File: config.mk
export PLATFORM = sky130hd
export DESIGN_NAME = mpul_link
export DESIGN_NICKNAME = d
export VERILOG_FILES = /design/src/mpul_pkg.sv /design/src/mpul_tick_if.sv /design/src/mpul_baud.sv /design/src/mpul_link.sv
export SDC_FILE = /design/constraint.sdc
export NUM_CORES = 1
export LEC_CHECK = 0
export ABC_AREA = 1
export BUFFER_PORTS_ARGS = -buffer_cell sky130_fd_sc_hd__buf_2
export CORE_UTILIZATION = 45
export DETAILED_ROUTE_END_ITERATION = 16
export MAX_ROUTING_LAYER = met4
export PLACE_DENSITY = 0.77
export SETUP_SLACK_MARGIN = 0.1
export SLEW_MARGIN = 20
export SYNTH_ARGS = -nofsm -noshare
export SYNTH_HDL_FRONTEND = slang
export SYNTH_HIERARCHICAL = 1
export SYNTH_SLANG_ARGS = --single-unit
File: constraint.sdc
create_clock -name clk_sys -period 2.65 [get_ports clk_sys]
set_input_delay 0.265 -clock clk_sys [delete_from_list [all_inputs] [get_ports clk_sys]]
set_output_delay 0.265 -clock clk_sys [all_outputs]
set_load 0.02 [all_outputs]
File: src/mpul_pkg.sv
// Package for the multiprocessor serial link: offsets, fields, resets.
// Assumes a 32-bit classic Wishbone slave and a 16x bit-rate tick.
package mpul_pkg;
    // Register byte offsets
    localparam logic [7:0] ADDR_CTRL = 8'h00;
    localparam logic [7:0] ADDR_STAT = 8'h04;
    localparam logic [7:0] ADDR_TXD  = 8'h08;
    localparam logic [7:0] ADDR_RXD  = 8'h0c;
    localparam logic [7:0] ADDR_BAUD = 8'h10;
    // Control field positions
    localparam int C_TE    = 0;
    localparam int C_RE    = 1;
    localparam int C_TIE   = 2;
    localparam int C_RIE   = 3;
    localparam int C_TX_END_IRQ_ENABLE  = 4;
    localparam int C_ADDR_WAIT_IRQ_ENABLE  = 5;
    localparam int C_CHR8  = 6;
    localparam int C_STOP2 = 7;
    localparam int C_PAREN = 8;
    localparam int C_PDIR  = 9;
    localparam int C_PLVL  = 10;
    localparam int CTRL_W  = 11;
    localparam logic [10:0] CTRL_RST = 11'h040;
    // Status field positions
    localparam int S_TX_BUFFER_EMPTY_FLAG  = 0;
    localparam int S_TX_END_FLAG  = 1;
    localparam int S_RX_BUFFER_FULL_FLAG  = 2;
    localparam int S_OVERRUN_FLAG  = 3;
    localparam int S_FER   = 4;
    localparam int S_MPB   = 5;
    localparam int S_OUTGOING_ADDR_FLAG_BIT  = 6;
    localparam int S_RXPIN = 7;
    // Baud divisor reset: clk cycles per 16x tick, minus one
    localparam logic [15:0] BAUD_RST = 16'h0043;
    // Oversampling: last tick of a bit, and mid-start sample point
    localparam logic [3:0] TK_LAST = 4'hf;
    localparam logic [3:0] TK_MID  = 4'h7;
    typedef enum logic [2:0] {
        MPUL_IDLE  = 3'b000,
        MPUL_START = 3'b001,
        MPUL_DATA  = 3'b010,
        MPUL_MPB   = 3'b011,
        MPUL_STOP  = 3'b100
    } mpul_st_t;
endpackage

File: src/mpul_tick_if.sv
// Interface carrying the baud divisor out and the 16x tick back.
// Assumes both ends sit on clk_sys.
`timescale 1ns/100ps
interface mpul_tick_if;
    logic [15:0] div;
    logic        tick;
    modport gen (input div, output tick);
    modport use_ (output div, input tick);
endinterface

File: src/mpul_baud.sv
// Divider making the one-cycle 16x bit-rate enable.
// Assumes clk_sys domain and a divisor held by the register file.
`timescale 1ns/100ps
module mpul_baud (
    // Clock and reset
    input  wire logic clk_sys,
    input  wire logic sys_rst,
    // Tick carrier
    mpul_tick_if.gen  tk
);
    import mpul_pkg::*;

    logic [15:0] cnt_q;
    logic        tick_q;
    wire         wrap = (cnt_q >= tk.div);

    // Count up to the divisor, pulse once per wrap
    always_ff @(posedge clk_sys) begin
        if (sys_rst) begin
            cnt_q  <= 16'h0000;
            tick_q <= 1'b0;
        end else begin
            cnt_q  <= wrap ? 16'h0000 : cnt_q + 16'h0001;
            tick_q <= wrap;
        end
    end

    assign tk.tick = tick_q;
endmodule

File: src/mpul_link.sv
// Multiprocessor-format async serial channel with Wishbone registers.
// Assumes one clk_sys domain; rxd_i is asynchronous and synchronised.
`timescale 1ns/100ps
module mpul_link (
    // Clock and reset
    input  wire logic        clk_sys,
    input  wire logic        sys_rst,
    // Wishbone slave
    input  wire logic [7:0]  wb_adr_i,
    input  wire logic [31:0] wb_dat_i,
    input  wire logic [3:0]  wb_sel_i,
    input  wire logic        wb_we_i,
    input  wire logic        wb_cyc_i,
    input  wire logic        wb_stb_i,
    output logic [31:0]      wb_dat_o,
    output logic             wb_ack_o,
    // Transfer controller
    input  wire logic        xfer_tx_wr,
    input  wire logic [7:0]  xfer_tx_data,
    input  wire logic        xfer_rx_rd,
    output logic [7:0]       xfer_rx_data,
    // Serial pins
    output logic             txd_o,
    output logic             txd_oe_n,
    input  wire logic        rxd_i,
    // Interrupt requests
    output logic             tx_empty_irq,
    output logic             tx_end_irq,
    output logic             rx_full_irq,
    output logic             rx_error_irq
);
    import mpul_pkg::*;

    // Merge written byte lanes into a 16-bit register
    function automatic logic [15:0] lane_merge(input logic [15:0] old,
                                               input logic [15:0] nw,
                                               input logic [1:0]  sel);
        lane_merge = {sel[1] ? nw[15:8] : old[15:8],
                      sel[0] ? nw[7:0]  : old[7:0]};
    endfunction

    // Registers
    logic [CTRL_W-1:0] serial_control_reg;
    logic [15:0]       baud_q;
    logic [7:0]        tx_holding_buffer;
    logic [7:0]        rx_holding_buffer;
    logic              tx_buffer_empty_flag;
    logic              tx_end_flag;
    logic              rx_buffer_full_flag;
    logic              overrun_flag;
    logic              framing_flag;
    logic              rx_mpb_q;
    logic              outgoing_addr_flag_bit;
    logic              ack_q;
    logic [31:0]       rdat_q;

    // Baud tick
    mpul_tick_if tk_if ();
    assign tk_if.div = baud_q;
    mpul_baud u_baud (
        .clk_sys (clk_sys),
        .sys_rst (sys_rst),
        .tk      (tk_if)
    );
    wire tick = tk_if.tick;

    // Control fields
    wire transmit_enable_bit  = serial_control_reg[C_TE];
    wire rx_enable            = serial_control_reg[C_RE];
    wire tx_empty_irq_enable  = serial_control_reg[C_TIE];
    wire rx_irq_enable        = serial_control_reg[C_RIE];
    wire tx_end_irq_enable    = serial_control_reg[C_TX_END_IRQ_ENABLE];
    wire addr_wait_irq_enable = serial_control_reg[C_ADDR_WAIT_IRQ_ENABLE];
    wire chr8                 = serial_control_reg[C_CHR8];
    wire stop2                = serial_control_reg[C_STOP2];
    wire port_dir_bit         = serial_control_reg[C_PDIR];
    wire port_level_bit       = serial_control_reg[C_PLVL];
    // Parity enable is stored but never read by the framing logic
    wire [2:0] last_bit = chr8 ? 3'd7 : 3'd6;

    // Bus decode; write lands on the edge where ack is seen
    wire req    = wb_cyc_i & wb_stb_i;
    wire wr_stb = req & wb_we_i & ack_q;
    wire wr_ctl = wr_stb & (wb_adr_i == ADDR_CTRL);
    wire wr_sts = wr_stb & (wb_adr_i == ADDR_STAT) & wb_sel_i[0];
    wire wr_txd = wr_stb & (wb_adr_i == ADDR_TXD) & wb_sel_i[0];
    wire wr_bd  = wr_stb & (wb_adr_i == ADDR_BAUD);
    wire [15:0] ctl_new = lane_merge({5'h00, serial_control_reg},
                                     wb_dat_i[15:0], wb_sel_i[1:0]);

    // Software clears flags by writing zero to them
    wire clr_tx_buffer_empty_flag = wr_sts & ~wb_dat_i[S_TX_BUFFER_EMPTY_FLAG];
    wire clr_tx_end_flag = wr_sts & ~wb_dat_i[S_TX_END_FLAG];
    wire clr_rx_buffer_full_flag = (wr_sts & ~wb_dat_i[S_RX_BUFFER_FULL_FLAG]) | xfer_rx_rd;
    wire clr_overrun_flag = wr_sts & ~wb_dat_i[S_OVERRUN_FLAG];
    wire clr_fer  = wr_sts & ~wb_dat_i[S_FER];

    // Receive pin synchroniser
    logic rxd_s1_q;
    logic rxd_s2_q;
    always_ff @(posedge clk_sys) begin
        rxd_s1_q <= rxd_i;
        rxd_s2_q <= rxd_s1_q;
    end

    // Transmitter state
    mpul_st_t    tx_st_q;
    logic [3:0]  tx_tk_q;
    logic [2:0]  tx_bit_q;
    logic        tx_stop_n_q;
    logic        tx_pend_q;
    logic [7:0]  tx_shift_reg;
    logic        tx_mpb_q;
    logic        txd_line;

    wire tx_bend = tick & (tx_tk_q == TK_LAST);
    // Empty flag is sampled at the first tick of the first stop bit
    wire tx_chk  = tick & (tx_st_q == MPUL_STOP) & (tx_tk_q == 4'h0)
                   & ~tx_stop_n_q & ~tx_pend_q;
    wire tx_new  = transmit_enable_bit & ~tx_buffer_empty_flag;
    wire tx_ld_i = (tx_st_q == MPUL_IDLE) & tx_new;
    wire tx_ld_s = tx_chk & tx_new;
    wire tx_load = tx_ld_i | tx_ld_s;

    // Line level by phase; mark outside frames
    always_comb begin
        case (tx_st_q)
            MPUL_START: txd_line = 1'b0;
            MPUL_DATA:  txd_line = tx_shift_reg[0];
            MPUL_MPB:   txd_line = tx_mpb_q;
            MPUL_STOP:  txd_line = 1'b1;
            default:    txd_line = 1'b1;
        endcase
    end

    // Frame sequencer; dropping enable aborts at once for a break
    always_ff @(posedge clk_sys) begin
        if (sys_rst || !transmit_enable_bit) begin
            tx_st_q     <= MPUL_IDLE;
            tx_tk_q     <= 4'h0;
            tx_bit_q    <= 3'd0;
            tx_stop_n_q <= 1'b0;
            tx_pend_q   <= 1'b0;
        end else if (tx_ld_i) begin
            tx_st_q <= MPUL_START;
            tx_tk_q <= 4'h0;
        end else begin
            if (tick)
                tx_tk_q <= tx_tk_q + 4'h1;
            if (tx_ld_s)
                tx_pend_q <= 1'b1;
            if (tx_bend) begin
                case (tx_st_q)
                    MPUL_START: begin
                        tx_st_q  <= MPUL_DATA;
                        tx_bit_q <= 3'd0;
                    end
                    MPUL_DATA: begin
                        tx_bit_q <= tx_bit_q + 3'd1;
                        if (tx_bit_q == last_bit)
                            tx_st_q <= MPUL_MPB;
                    end
                    MPUL_MPB: begin
                        tx_st_q     <= MPUL_STOP;
                        tx_stop_n_q <= 1'b0;
                    end
                    MPUL_STOP: begin
                        if (stop2 && !tx_stop_n_q) begin
                            tx_stop_n_q <= 1'b1;
                        end else begin
                            tx_st_q   <= tx_pend_q ? MPUL_START : MPUL_IDLE;
                            tx_pend_q <= 1'b0;
                        end
                    end
                    default: tx_st_q <= MPUL_IDLE;
                endcase
            end
        end
    end

    // Shift register: load from holding buffer, shift LSB first
    always_ff @(posedge clk_sys) begin
        if (sys_rst) begin
            tx_shift_reg <= 8'h00;
            tx_mpb_q     <= 1'b0;
        end else if (tx_load) begin
            tx_shift_reg <= tx_holding_buffer;
            tx_mpb_q     <= outgoing_addr_flag_bit;
        end else if (tx_bend && tx_st_q == MPUL_DATA) begin
            tx_shift_reg <= {1'b0, tx_shift_reg[7:1]};
        end
    end

    // Empty and end flags; hardware set wins over any clear
    always_ff @(posedge clk_sys) begin
        if (sys_rst || !transmit_enable_bit) begin
            tx_buffer_empty_flag <= 1'b1;
            tx_end_flag          <= 1'b1;
        end else begin
            if (tx_load)
                tx_buffer_empty_flag <= 1'b1;
            else if (clr_tx_buffer_empty_flag || xfer_tx_wr)
                tx_buffer_empty_flag <= 1'b0;
            if (tx_chk && tx_buffer_empty_flag)
                tx_end_flag <= 1'b1;
            else if (tx_load || clr_tx_end_flag)
                tx_end_flag <= 1'b0;
        end
    end

    // Holding buffer and outgoing address bit
    always_ff @(posedge clk_sys) begin
        if (sys_rst) begin
            tx_holding_buffer      <= 8'h00;
            outgoing_addr_flag_bit <= 1'b0;
        end else begin
            if (xfer_tx_wr)
                tx_holding_buffer <= xfer_tx_data;
            else if (wr_txd)
                tx_holding_buffer <= wb_dat_i[7:0];
            if (wr_sts)
                outgoing_addr_flag_bit <= wb_dat_i[S_OUTGOING_ADDR_FLAG_BIT];
        end
    end

    // Pin: serial function when enabled, else port bits
    always_ff @(posedge clk_sys) begin
        if (sys_rst) begin
            txd_o    <= 1'b1;
            txd_oe_n <= 1'b1;
        end else begin
            txd_o    <= transmit_enable_bit ? txd_line : port_level_bit;
            txd_oe_n <= ~(transmit_enable_bit | port_dir_bit);
        end
    end

    // Receiver state
    mpul_st_t    rx_st_q;
    logic [3:0]  rx_tk_q;
    logic [2:0]  rx_bit_q;
    logic [7:0]  rx_shift_reg;
    logic        rx_mpb_in_q;

    wire rx_err  = overrun_flag | framing_flag;
    wire rx_smp  = tick & (rx_tk_q == TK_LAST);
    wire rx_done = rx_smp & (rx_st_q == MPUL_STOP);
    // Only the first stop bit is looked at
    wire rx_stop = rxd_s2_q;
    wire rx_skip = addr_wait_irq_enable & ~rx_mpb_in_q;
    wire rx_acc  = rx_done & ~rx_skip;
    wire rx_ovr  = rx_acc & rx_buffer_full_flag;
    wire rx_load = rx_acc & ~rx_buffer_full_flag;
    wire [7:0] rx_char = chr8 ? rx_shift_reg : {1'b0, rx_shift_reg[7:1]};

    // Receive sequencer; held idle while an error flag stands
    always_ff @(posedge clk_sys) begin
        if (sys_rst || !rx_enable) begin
            rx_st_q  <= MPUL_IDLE;
            rx_tk_q  <= 4'h0;
            rx_bit_q <= 3'd0;
        end else if (tick) begin
            rx_tk_q <= rx_tk_q + 4'h1;
            case (rx_st_q)
                MPUL_IDLE: begin
                    rx_tk_q <= 4'h0;
                    if (!rxd_s2_q && !rx_err)
                        rx_st_q <= MPUL_START;
                end
                MPUL_START: begin
                    if (rx_tk_q == TK_MID) begin
                        rx_tk_q  <= 4'h0;
                        rx_bit_q <= 3'd0;
                        rx_st_q  <= rxd_s2_q ? MPUL_IDLE : MPUL_DATA;
                    end
                end
                MPUL_DATA: begin
                    if (rx_smp) begin
                        rx_bit_q <= rx_bit_q + 3'd1;
                        if (rx_bit_q == last_bit)
                            rx_st_q <= MPUL_MPB;
                    end
                end
                MPUL_MPB: begin
                    if (rx_smp)
                        rx_st_q <= MPUL_STOP;
                end
                MPUL_STOP: begin
                    if (rx_smp)
                        rx_st_q <= MPUL_IDLE;
                end
                default: rx_st_q <= MPUL_IDLE;
            endcase
        end
    end

    // Receive shift register and captured multiprocessor bit
    always_ff @(posedge clk_sys) begin
        if (sys_rst) begin
            rx_shift_reg <= 8'h00;
            rx_mpb_in_q  <= 1'b0;
        end else if (rx_smp && rx_st_q == MPUL_DATA) begin
            rx_shift_reg <= {rxd_s2_q, rx_shift_reg[7:1]};
        end else if (rx_smp && rx_st_q == MPUL_MPB) begin
            rx_mpb_in_q <= rxd_s2_q;
        end
    end

    // Receive flags and buffer; hardware set wins over clears
    always_ff @(posedge clk_sys) begin
        if (sys_rst) begin
            rx_holding_buffer   <= 8'h00;
            rx_buffer_full_flag <= 1'b0;
            overrun_flag        <= 1'b0;
            framing_flag        <= 1'b0;
            rx_mpb_q            <= 1'b0;
        end else begin
            if (rx_load) begin
                rx_holding_buffer <= rx_char;
                rx_mpb_q          <= rx_mpb_in_q;
            end
            // Framing error loads data but leaves the full flag clear
            if (rx_load && rx_stop)
                rx_buffer_full_flag <= 1'b1;
            else if (clr_rx_buffer_full_flag)
                rx_buffer_full_flag <= 1'b0;
            if (rx_ovr)
                overrun_flag <= 1'b1;
            else if (clr_overrun_flag)
                overrun_flag <= 1'b0;
            if (rx_acc && !rx_stop)
                framing_flag <= 1'b1;
            else if (clr_fer)
                framing_flag <= 1'b0;
        end
    end

    // Control register; a software write beats the auto-clear of ID-wait
    always_ff @(posedge clk_sys) begin
        if (sys_rst) begin
            serial_control_reg <= CTRL_RST;
            baud_q             <= BAUD_RST;
        end else begin
            if (wr_ctl)
                serial_control_reg <= ctl_new[CTRL_W-1:0];
            else if (rx_acc && rx_mpb_in_q)
                serial_control_reg[C_ADDR_WAIT_IRQ_ENABLE] <= 1'b0;
            if (wr_bd)
                baud_q <= lane_merge(baud_q, wb_dat_i[15:0], wb_sel_i[1:0]);
        end
    end

    // Interrupt requests are levels of flag and enable
    assign tx_empty_irq = tx_empty_irq_enable & tx_buffer_empty_flag;
    assign tx_end_irq   = tx_end_irq_enable & tx_end_flag;
    assign rx_full_irq  = rx_irq_enable & rx_buffer_full_flag;
    assign rx_error_irq = rx_irq_enable & rx_err;
    assign xfer_rx_data = rx_holding_buffer;

    // Read selection; rx pin level helps software spot a break
    wire [7:0] stat_rd = {rxd_s2_q, outgoing_addr_flag_bit, rx_mpb_q,
                          framing_flag, overrun_flag, rx_buffer_full_flag,
                          tx_end_flag, tx_buffer_empty_flag};
    wire [31:0] rd_mux =
        (wb_adr_i == ADDR_CTRL) ? {21'h0, serial_control_reg} :
        (wb_adr_i == ADDR_STAT) ? {24'h0, stat_rd} :
        (wb_adr_i == ADDR_TXD)  ? {24'h0, tx_holding_buffer} :
        (wb_adr_i == ADDR_RXD)  ? {24'h0, rx_holding_buffer} :
        (wb_adr_i == ADDR_BAUD) ? {16'h0, baud_q} : 32'h0;

    // One-wait-state ack; unmapped reads return zero
    always_ff @(posedge clk_sys) begin
        if (sys_rst) begin
            ack_q  <= 1'b0;
            rdat_q <= 32'h0;
        end else begin
            ack_q <= req & ~ack_q;
            if (req && !ack_q)
                rdat_q <= rd_mux;
        end
    end
    assign wb_ack_o = ack_q;
    assign wb_dat_o = rdat_q;
endmodule

==> results of run 1 <==
[logic make-up after synthesis]
logic type	synth area share [%]
buffers and inverters	11.22
and+or+nand+nor	29.76
other	0.05606
muxes	0.2993
DFF	38.31
AOI/OAI and AO/OA	14.27
xor gates and xnor gates	1.964
adders and majority gates	4.115
[metrics by stage]
| stage | util, % | cells | hold slack (ns) | setup slack, ns | area (sq um) |
|---|---|---|---|---|---|
| 6_report | 52.68 | 1211 | 0.07805 | 0.6940 | 7656 |
| 5_1_grt | 52.68 | 1211 | 0.09114 | 0.5231 | 7656 |
| 4_1_cts | 52.68 | 1211 | 0.06677 | 0.7696 | 7656 |
| 3_5_place_dp | 48.93 | 1180 | 0.3121 | 0.6944 | 7112 |
| 3_3_place_gp | 48.93 | 1180 | 0.3107 | 0.7117 | 7112 |
| 2_1_floorplan | - | 961 | 0.2927 | 1.184 | 6745 |
[Yosys cell counts]
master / n / area [sq um]
o21bai_1: 4 / 30.03
nor3b_4: 1 / 18.77
buf_6: 3 / 33.78
a21oi_2: 2 / 17.52
o21ai_0: 68 / 340.3
o211ai_1: 8 / 60.06
clkbuf_1: 12 / 45.04
nand3_2: 2 / 20.02
o21ai_1: 3 / 15.01
nand2_2: 6 / 37.54
a31oi_1: 1 / 6.260
nor2_1: 107 / 401.6
dfxtp_1: 128 / 2562
nor3b_1: 1 / 7.510
clkinv_2: 1 / 5.000
nand4_4: 2 / 42.54
a311oi_1: 1 / 8.760
conb_1: 1 / 3.750
nor2_4: 5 / 56.30
nor3_4: 2 / 32.53
nand4_1: 17 / 106.4
nand2_4: 3 / 33.78
o21ai_2: 3 / 26.28
buf_2: 8 / 40.04
nand3b_1: 3 / 22.52
nor3_2: 1 / 10.01
inv_2: 6 / 22.52
nand3_4: 1 / 17.52
inv_1: 123 / 461.7
buf_4: 19 / 142.6
nor2_8: 1 / 20.02
nor2_2: 19 / 118.9
o21a_1: 1 / 7.510
nand3_1: 58 / 290.3
nand2_1: 190 / 713.2
mux2i_1: 2 / 20.02
nor3_1: 7 / 35.03
a211oi_1: 1 / 7.510
xnor2_1: 6 / 52.55
ha_1: 22 / 275.3
xor2_1: 9 / 78.83
nor4_1: 1 / 6.260
a21oi_1: 87 / 435.4
[timing repair]
| action | CTS | global route |
|---|---|---|
| hold endpoints to repair | 1 | 0 |
| setup buffers | 0 | 0 |
| hold buffers | 1 | 0 |
[power by group through the flow]
| stage | registers, mW | clock network, mW | logic, mW |
|---|---|---|---|
| 6_report | 1.97 | 2.11 | 0.231 |
| 5_1_grt | 1.97 | 2.22 | 0.257 |
| 4_1_cts | 1.97 | 2.13 | 0.229 |
| 3_5_place_dp | 2.01 | 0 | 0.227 |
| 3_3_place_gp | 2.01 | 0 | 0.224 |
| 2_1_floorplan | 2.01 | 0 | 0.156 |
[critical path, delay by kind of cell (launching register included)]
kind	cells	cell delay, ns
flip-flops	1	0.37
buffers and inverters	1	0.22
AO/OA/AOI/OAI	2	0.27
AND/OR/NAND/NOR	2	0.98
[final cells by class]
cell class	instances	area [sq um]	share of cell area (%)
clock buffers	24	501.7	6.553
clock inverters	6	32.53	0.4249
multi-input cells	661	3432	44.83
flip-flops and latches	128	2562	33.47
inverters	130	489.2	6.390
repair buffers	78	407.9	5.328
well taps	184	230.2	3.007
[layer usage]
metal | share of wire, % | vias up | global-route usage, %
met4 | 2.0 | 0 | 8.482
met2 | 43 | 243 | 35.00
met5 | 0 | - | -
met3 | 8.1 | 25 | 5.495
met1 | 47 | 2786 | 31.66
li1 | - | 3167 | -
[worst max path at each step]
stage	startpoint	end	slack, ns	depth (start not counted)
floorplan	baud_q[15]$_SDFFE_PP0P_	u_baud/cnt_q[4]$_SDFF_PP0_	1.18	8
global placement	wb_adr_i[4]	serial_control_reg[5]$_SDFFE_PP0P_	0.71	9
detailed placement	wb_adr_i[7]	serial_control_reg[7]$_SDFFE_PP0P_	0.69	9
CTS	rx_tk_q[0]$_SDFFE_PP0P_	xfer_rx_data[4]$_SDFFE_PP0N_	0.77	8
global route	wb_ack_o$_SDFF_PP0_	baud_q[4]$_SDFFE_PP0P_	0.52	5
finish	wb_ack_o$_SDFF_PP0_	baud_q[4]$_SDFFE_PP0P_	0.69	5
==> out/qor.yml, run 1 <==
global_route:
  grt_max_degree: 51
  gr-total-overflow: 0
  antenna_found_initial: 0
  grt_pass1_vias: 5512
  gr-usage-all-layers_pct: 23.73
  grt_pass1_wl_mm: 26.83
finish:
  mostFrequentLayoutCells: "190 x nand2_1, 128 x dfxtp_1, 123 x inv_1, 107 x nor2_1, 87 x a21oi_1"
  drive_above_1_share_pct: 15.58
  antenna_cells: 0
  final_common_cell: "nand2_1"
  fillers: 1401
  syn2layout_area_growth_pct: 14.46
  finalNetCount: 1098
logic_synthesis:
  ys_warn_count: 6
  syn_avg_cell_area_sq_um: 7.071
  yosys_register_bits: 128
  synthCells: 946
  synth_cell_types: 43
  synth-seq-area-share_pct: 38.31
  netlist_area_sq_mm: 0.006689
power_and_ir_drop:
  power.leakage_nw: 3.489
  combPwrFrac_pct: 5.4
  switching_power_mw: 0.9849
  pwr-share-seq_pct: 45.7
  powerDensity_mw_per_mm2: 562.2
  ir_drop_v: 0.0004404
  totalPowerFinal_mw: 4.304
  cell_internal_pwr_mw: 3.319
  clkPwrFrac_pct: 48.9
  swShare_pct: 22.88
drt:
  viasPerCell: 5.137
  drcViolationCount: 0
  drt_iter0_drc: 593
  first_pass_iters: 6
  antenna_violating_nets_post_route: 0
  avgRoutedWirePerCell_um: 13.59
  routed_wl_mm: 16.46
  via_count: 6221
worst_setup_path:
  r2r_cells: 5
  r2r_end: "baud_q[4]$_SDFFE_PP0P_"
  critPathKind: "reg -> reg"
  reg2reg_slack_ns: 0.69
  required_ns: 2.96
  path_max_fanout: 11
  cp-end-kind: "register"
  r2r_start: "wb_ack_o$_SDFF_PP0_"
  cp_slowest_cell: "nor2_1"
  cpPeakStageDelay_ns: 0.62
  crit_chain: "nand4_1 -> nor2_1 -> inv_1 -> o21ai_0 -> a21oi_1"
  arrival_ns: 2.26
  cp-start-kind: "register"
die:
  ioPinCount: 107
  die_area_sq_mm: 0.01536
  die_y_um: 123.9
  start_util_pct: 46.02
  dieWidth_um: 123.9
  num_rows: 44
  coreArea_sq_mm: 0.01453
cts:
  htreeDepth: 4
  cts_tree: "done"
  insertion_delay_ns: 0.42
  cts_max_path_buffers: 2
  clk_pin_slew_ns: 0.06
  numCtsBuffers: 17
  clockRootBuffer: "clkbuf_16"
  numClockSinks: 128
  post_cts_resized: 0
timing:
  slew_violations: 0
  fin_crit_sh_pct: 73.81
  final_hold_viol_count: 0
  finClkSkew_ns: 0.007629
  fin_crit_ns: 1.956
  tightest_slew_ns: 0.6407
  setup_tns_ns: 0
  max_freq_mhz: 511.2
  rsz0062_at_grt: "false"
  setup_viol: 0
  relSlewSlack_pct: 57.24
worst_hold_path:
  holdPathEnd: "baud_q[13]$_SDFFE_PP0P_"
  min_from: "wb_dat_i[13]"
  min_path_type: "in -> reg"
  hold-path-cell-count: 3
run:
  cap_violations: 0
placed_design:
  hpwl_mm: 12.22
  gp_congestion: 0.9516
  io_buffers: 72
outcome:
  status: "complete, no violations"
Note: power is estimated with default switching activity, not from simulation.
==> inputs of run 2 (changes only) <==
==> constraint.sdc (replaced) <==
create_clock -name clk_sys -period 1.85 [get_ports clk_sys]
set_input_delay 0.185 -clock clk_sys [delete_from_list [all_inputs] [get_ports clk_sys]]
set_output_delay 0.185 -clock clk_sys [all_outputs]
set_load 0.02 [all_outputs]
==> out/qor.yml, run 2 (synthesis results as in run 1) <==
worst_setup_path:
  cp-start-kind: "register"
  reg2reg_slack_ns: 0.21
  arrival_ns: 1.99
  path_max_fanout: 8
  critPathKind: "reg -> reg"
  cp-end-kind: "register"
  r2r_cells: 5
  required_ns: 2.20
power_and_ir_drop:
  switching_power_mw: 1.589
  power.leakage_nw: 3.634
  cell_internal_pwr_mw: 5.086
  combPwrFrac_pct: 5.3
  ir_drop_v: 0.0006085
  pwr-share-seq_pct: 42.2
  powerDensity_mw_per_mm2: 836.2
  swShare_pct: 23.81
  clkPwrFrac_pct: 52.5
die:
  dieWidth_um: 123.9
  start_util_pct: 46.02
  ioPinCount: 107
  die_y_um: 123.9
  num_rows: 44
  coreArea_sq_mm: 0.01453
  die_area_sq_mm: 0.01536
finish:
  utilization_pct: 54.92
  fillers: 1357
  mostFrequentLayoutCells: "190 x nand2_1, 123 x inv_1, 122 x dfxtp_1, 106 x nor2_1, 87 x a21oi_1"
  syn2layout_area_growth_pct: 19.34
  drive_above_1_share_pct: 17.87
  final_common_cell: "nand2_1"
  finalNetCount: 1121
global_route:
  grt_pass1_wl_mm: 27.55
  antenna_found_initial: 1
  gr-total-overflow: 0
  gr-usage-all-layers_pct: 24.32
  grt_max_degree: 40
  grt_pass1_vias: 5650
cts:
  cts_max_path_buffers: 2
  insertion_delay_ns: 0.42
  cts_tree: "done"
  numClockSinks: 128
  clk_pin_slew_ns: 0.06
  htreeDepth: 4
  clockRootBuffer: "clkbuf_16"
  numCtsBuffers: 17
placed_design:
  io_buffers: 72
  hpwl_mm: 12.71
  gp_congestion: 0.9715
outcome:
  status: "complete, no violations"
timing:
  setup_viol: 0
  setup_tns_ns: 0
  fin_crit_sh_pct: 88.81
  final_hold_viol_count: 0
  fin_crit_ns: 1.643
  max_freq_mhz: 608.7
  slew_violations: 0
  rsz0062_at_grt: "false"
  finClkSkew_ns: 0.008940
drt:
  drt_iter0_drc: 539
  antenna_violating_nets_post_route: 0
  routed_wl_mm: 17.46
  via_count: 6347
  drcViolationCount: 0
  viasPerCell: 5.131
  avgRoutedWirePerCell_um: 14.12
  first_pass_iters: 6
worst_hold_path:
  min_path_type: "in -> reg"
  hold-path-cell-count: 3
run:
  cap_violations: 0
[run 2: worst max-delay path: stages (launching register included)]
cell and delay, ns:
dfxtp_1 0.37, nand4_1 0.37, o21ai_2 0.40, buf_4 0.21, o21ai_0 0.07, a21oi_1 0.14
[run 2: per-layer routing]
metal / wire (um) / track usage (%) / share of wire [%]
met2: 7743 / 36.74 / 44
met4: 376 / 9.301 / 2.2
met5: 0 / - / 0
met1: 8110 / 32.17 / 46
met3: 1231 / 4.579 / 7.0
[run 2: area by class of cell]
cell class              instances  area, sq um  share of cell area (%)
diodes                          1        2.502                 0.03135
well taps                     184        230.2                   2.884
clock inverters                14        181.4                   2.273
flip-flops and latches        128         2570                   32.19
inverters                     130        489.2                   6.129
multi-input cells             662         3480                   43.59
repair inverters                1        7.507                 0.09404
clock buffers                  18        439.2                   5.502
repair buffers                 99        583.1                   7.304
[run 2: final timing paths]
kind                       startpoint                                 to
setup / recovery  wb_ack_o$_SDFF_PP0_  tx_holding_buffer[5]$_SDFFE_PP0P_
setup reg to reg  wb_ack_o$_SDFF_PP0_  tx_holding_buffer[5]$_SDFFE_PP0P_
hold reg to reg      rxd_s1_q$_DFF_P_                    rx_stop$_DFF_P_
hold / removal            wb_dat_i[8]             baud_q[8]$_SDFFE_PP0P_
[run 2: timing repair]
action	4_1_cts	5_1_grt
pin swaps	1	2
gates cloned	0	2
setup buffers	1	0
hold buffers	8	0
endpoints found under the hold margin	8	0
setup endpoints to repair	3	42
gates resized for setup	1	13
[run 2: power groups by stage]
stage | sequential [mW] | clock, mW | combinational, mW
floorplan | 2.88 | 0 | 0.223
global placement | 2.87 | 0 | 0.329
detailed placement | 2.87 | 0 | 0.332
CTS | 2.81 | 3.55 | 0.346
global route | 2.82 | 3.67 | 0.393
finish | 2.81 | 3.51 | 0.354
[run 2: through the flow]
| step | std cells | instance area [sq um] | hold slack, ns | setup slack, ns | power (mW) |
|---|---|---|---|---|---|
| after global placement | 1193 | 7209 | 0.2892 | 0.1691 | 3.203 |
| after CTS | 1234 | 7920 | 0.01348 | 0.1083 | 6.712 |
| after detailed placement | 1193 | 7209 | 0.2893 | 0.1171 | 3.205 |
| final | 1237 | 7983 | 0.02373 | 0.2071 | 6.675 |
| after floorplan | 961 | 6745 | 0.2127 | 0.3841 | 3.104 |
| after global routing | 1237 | 7983 | 0.01964 | 0.09987 | 6.878 |
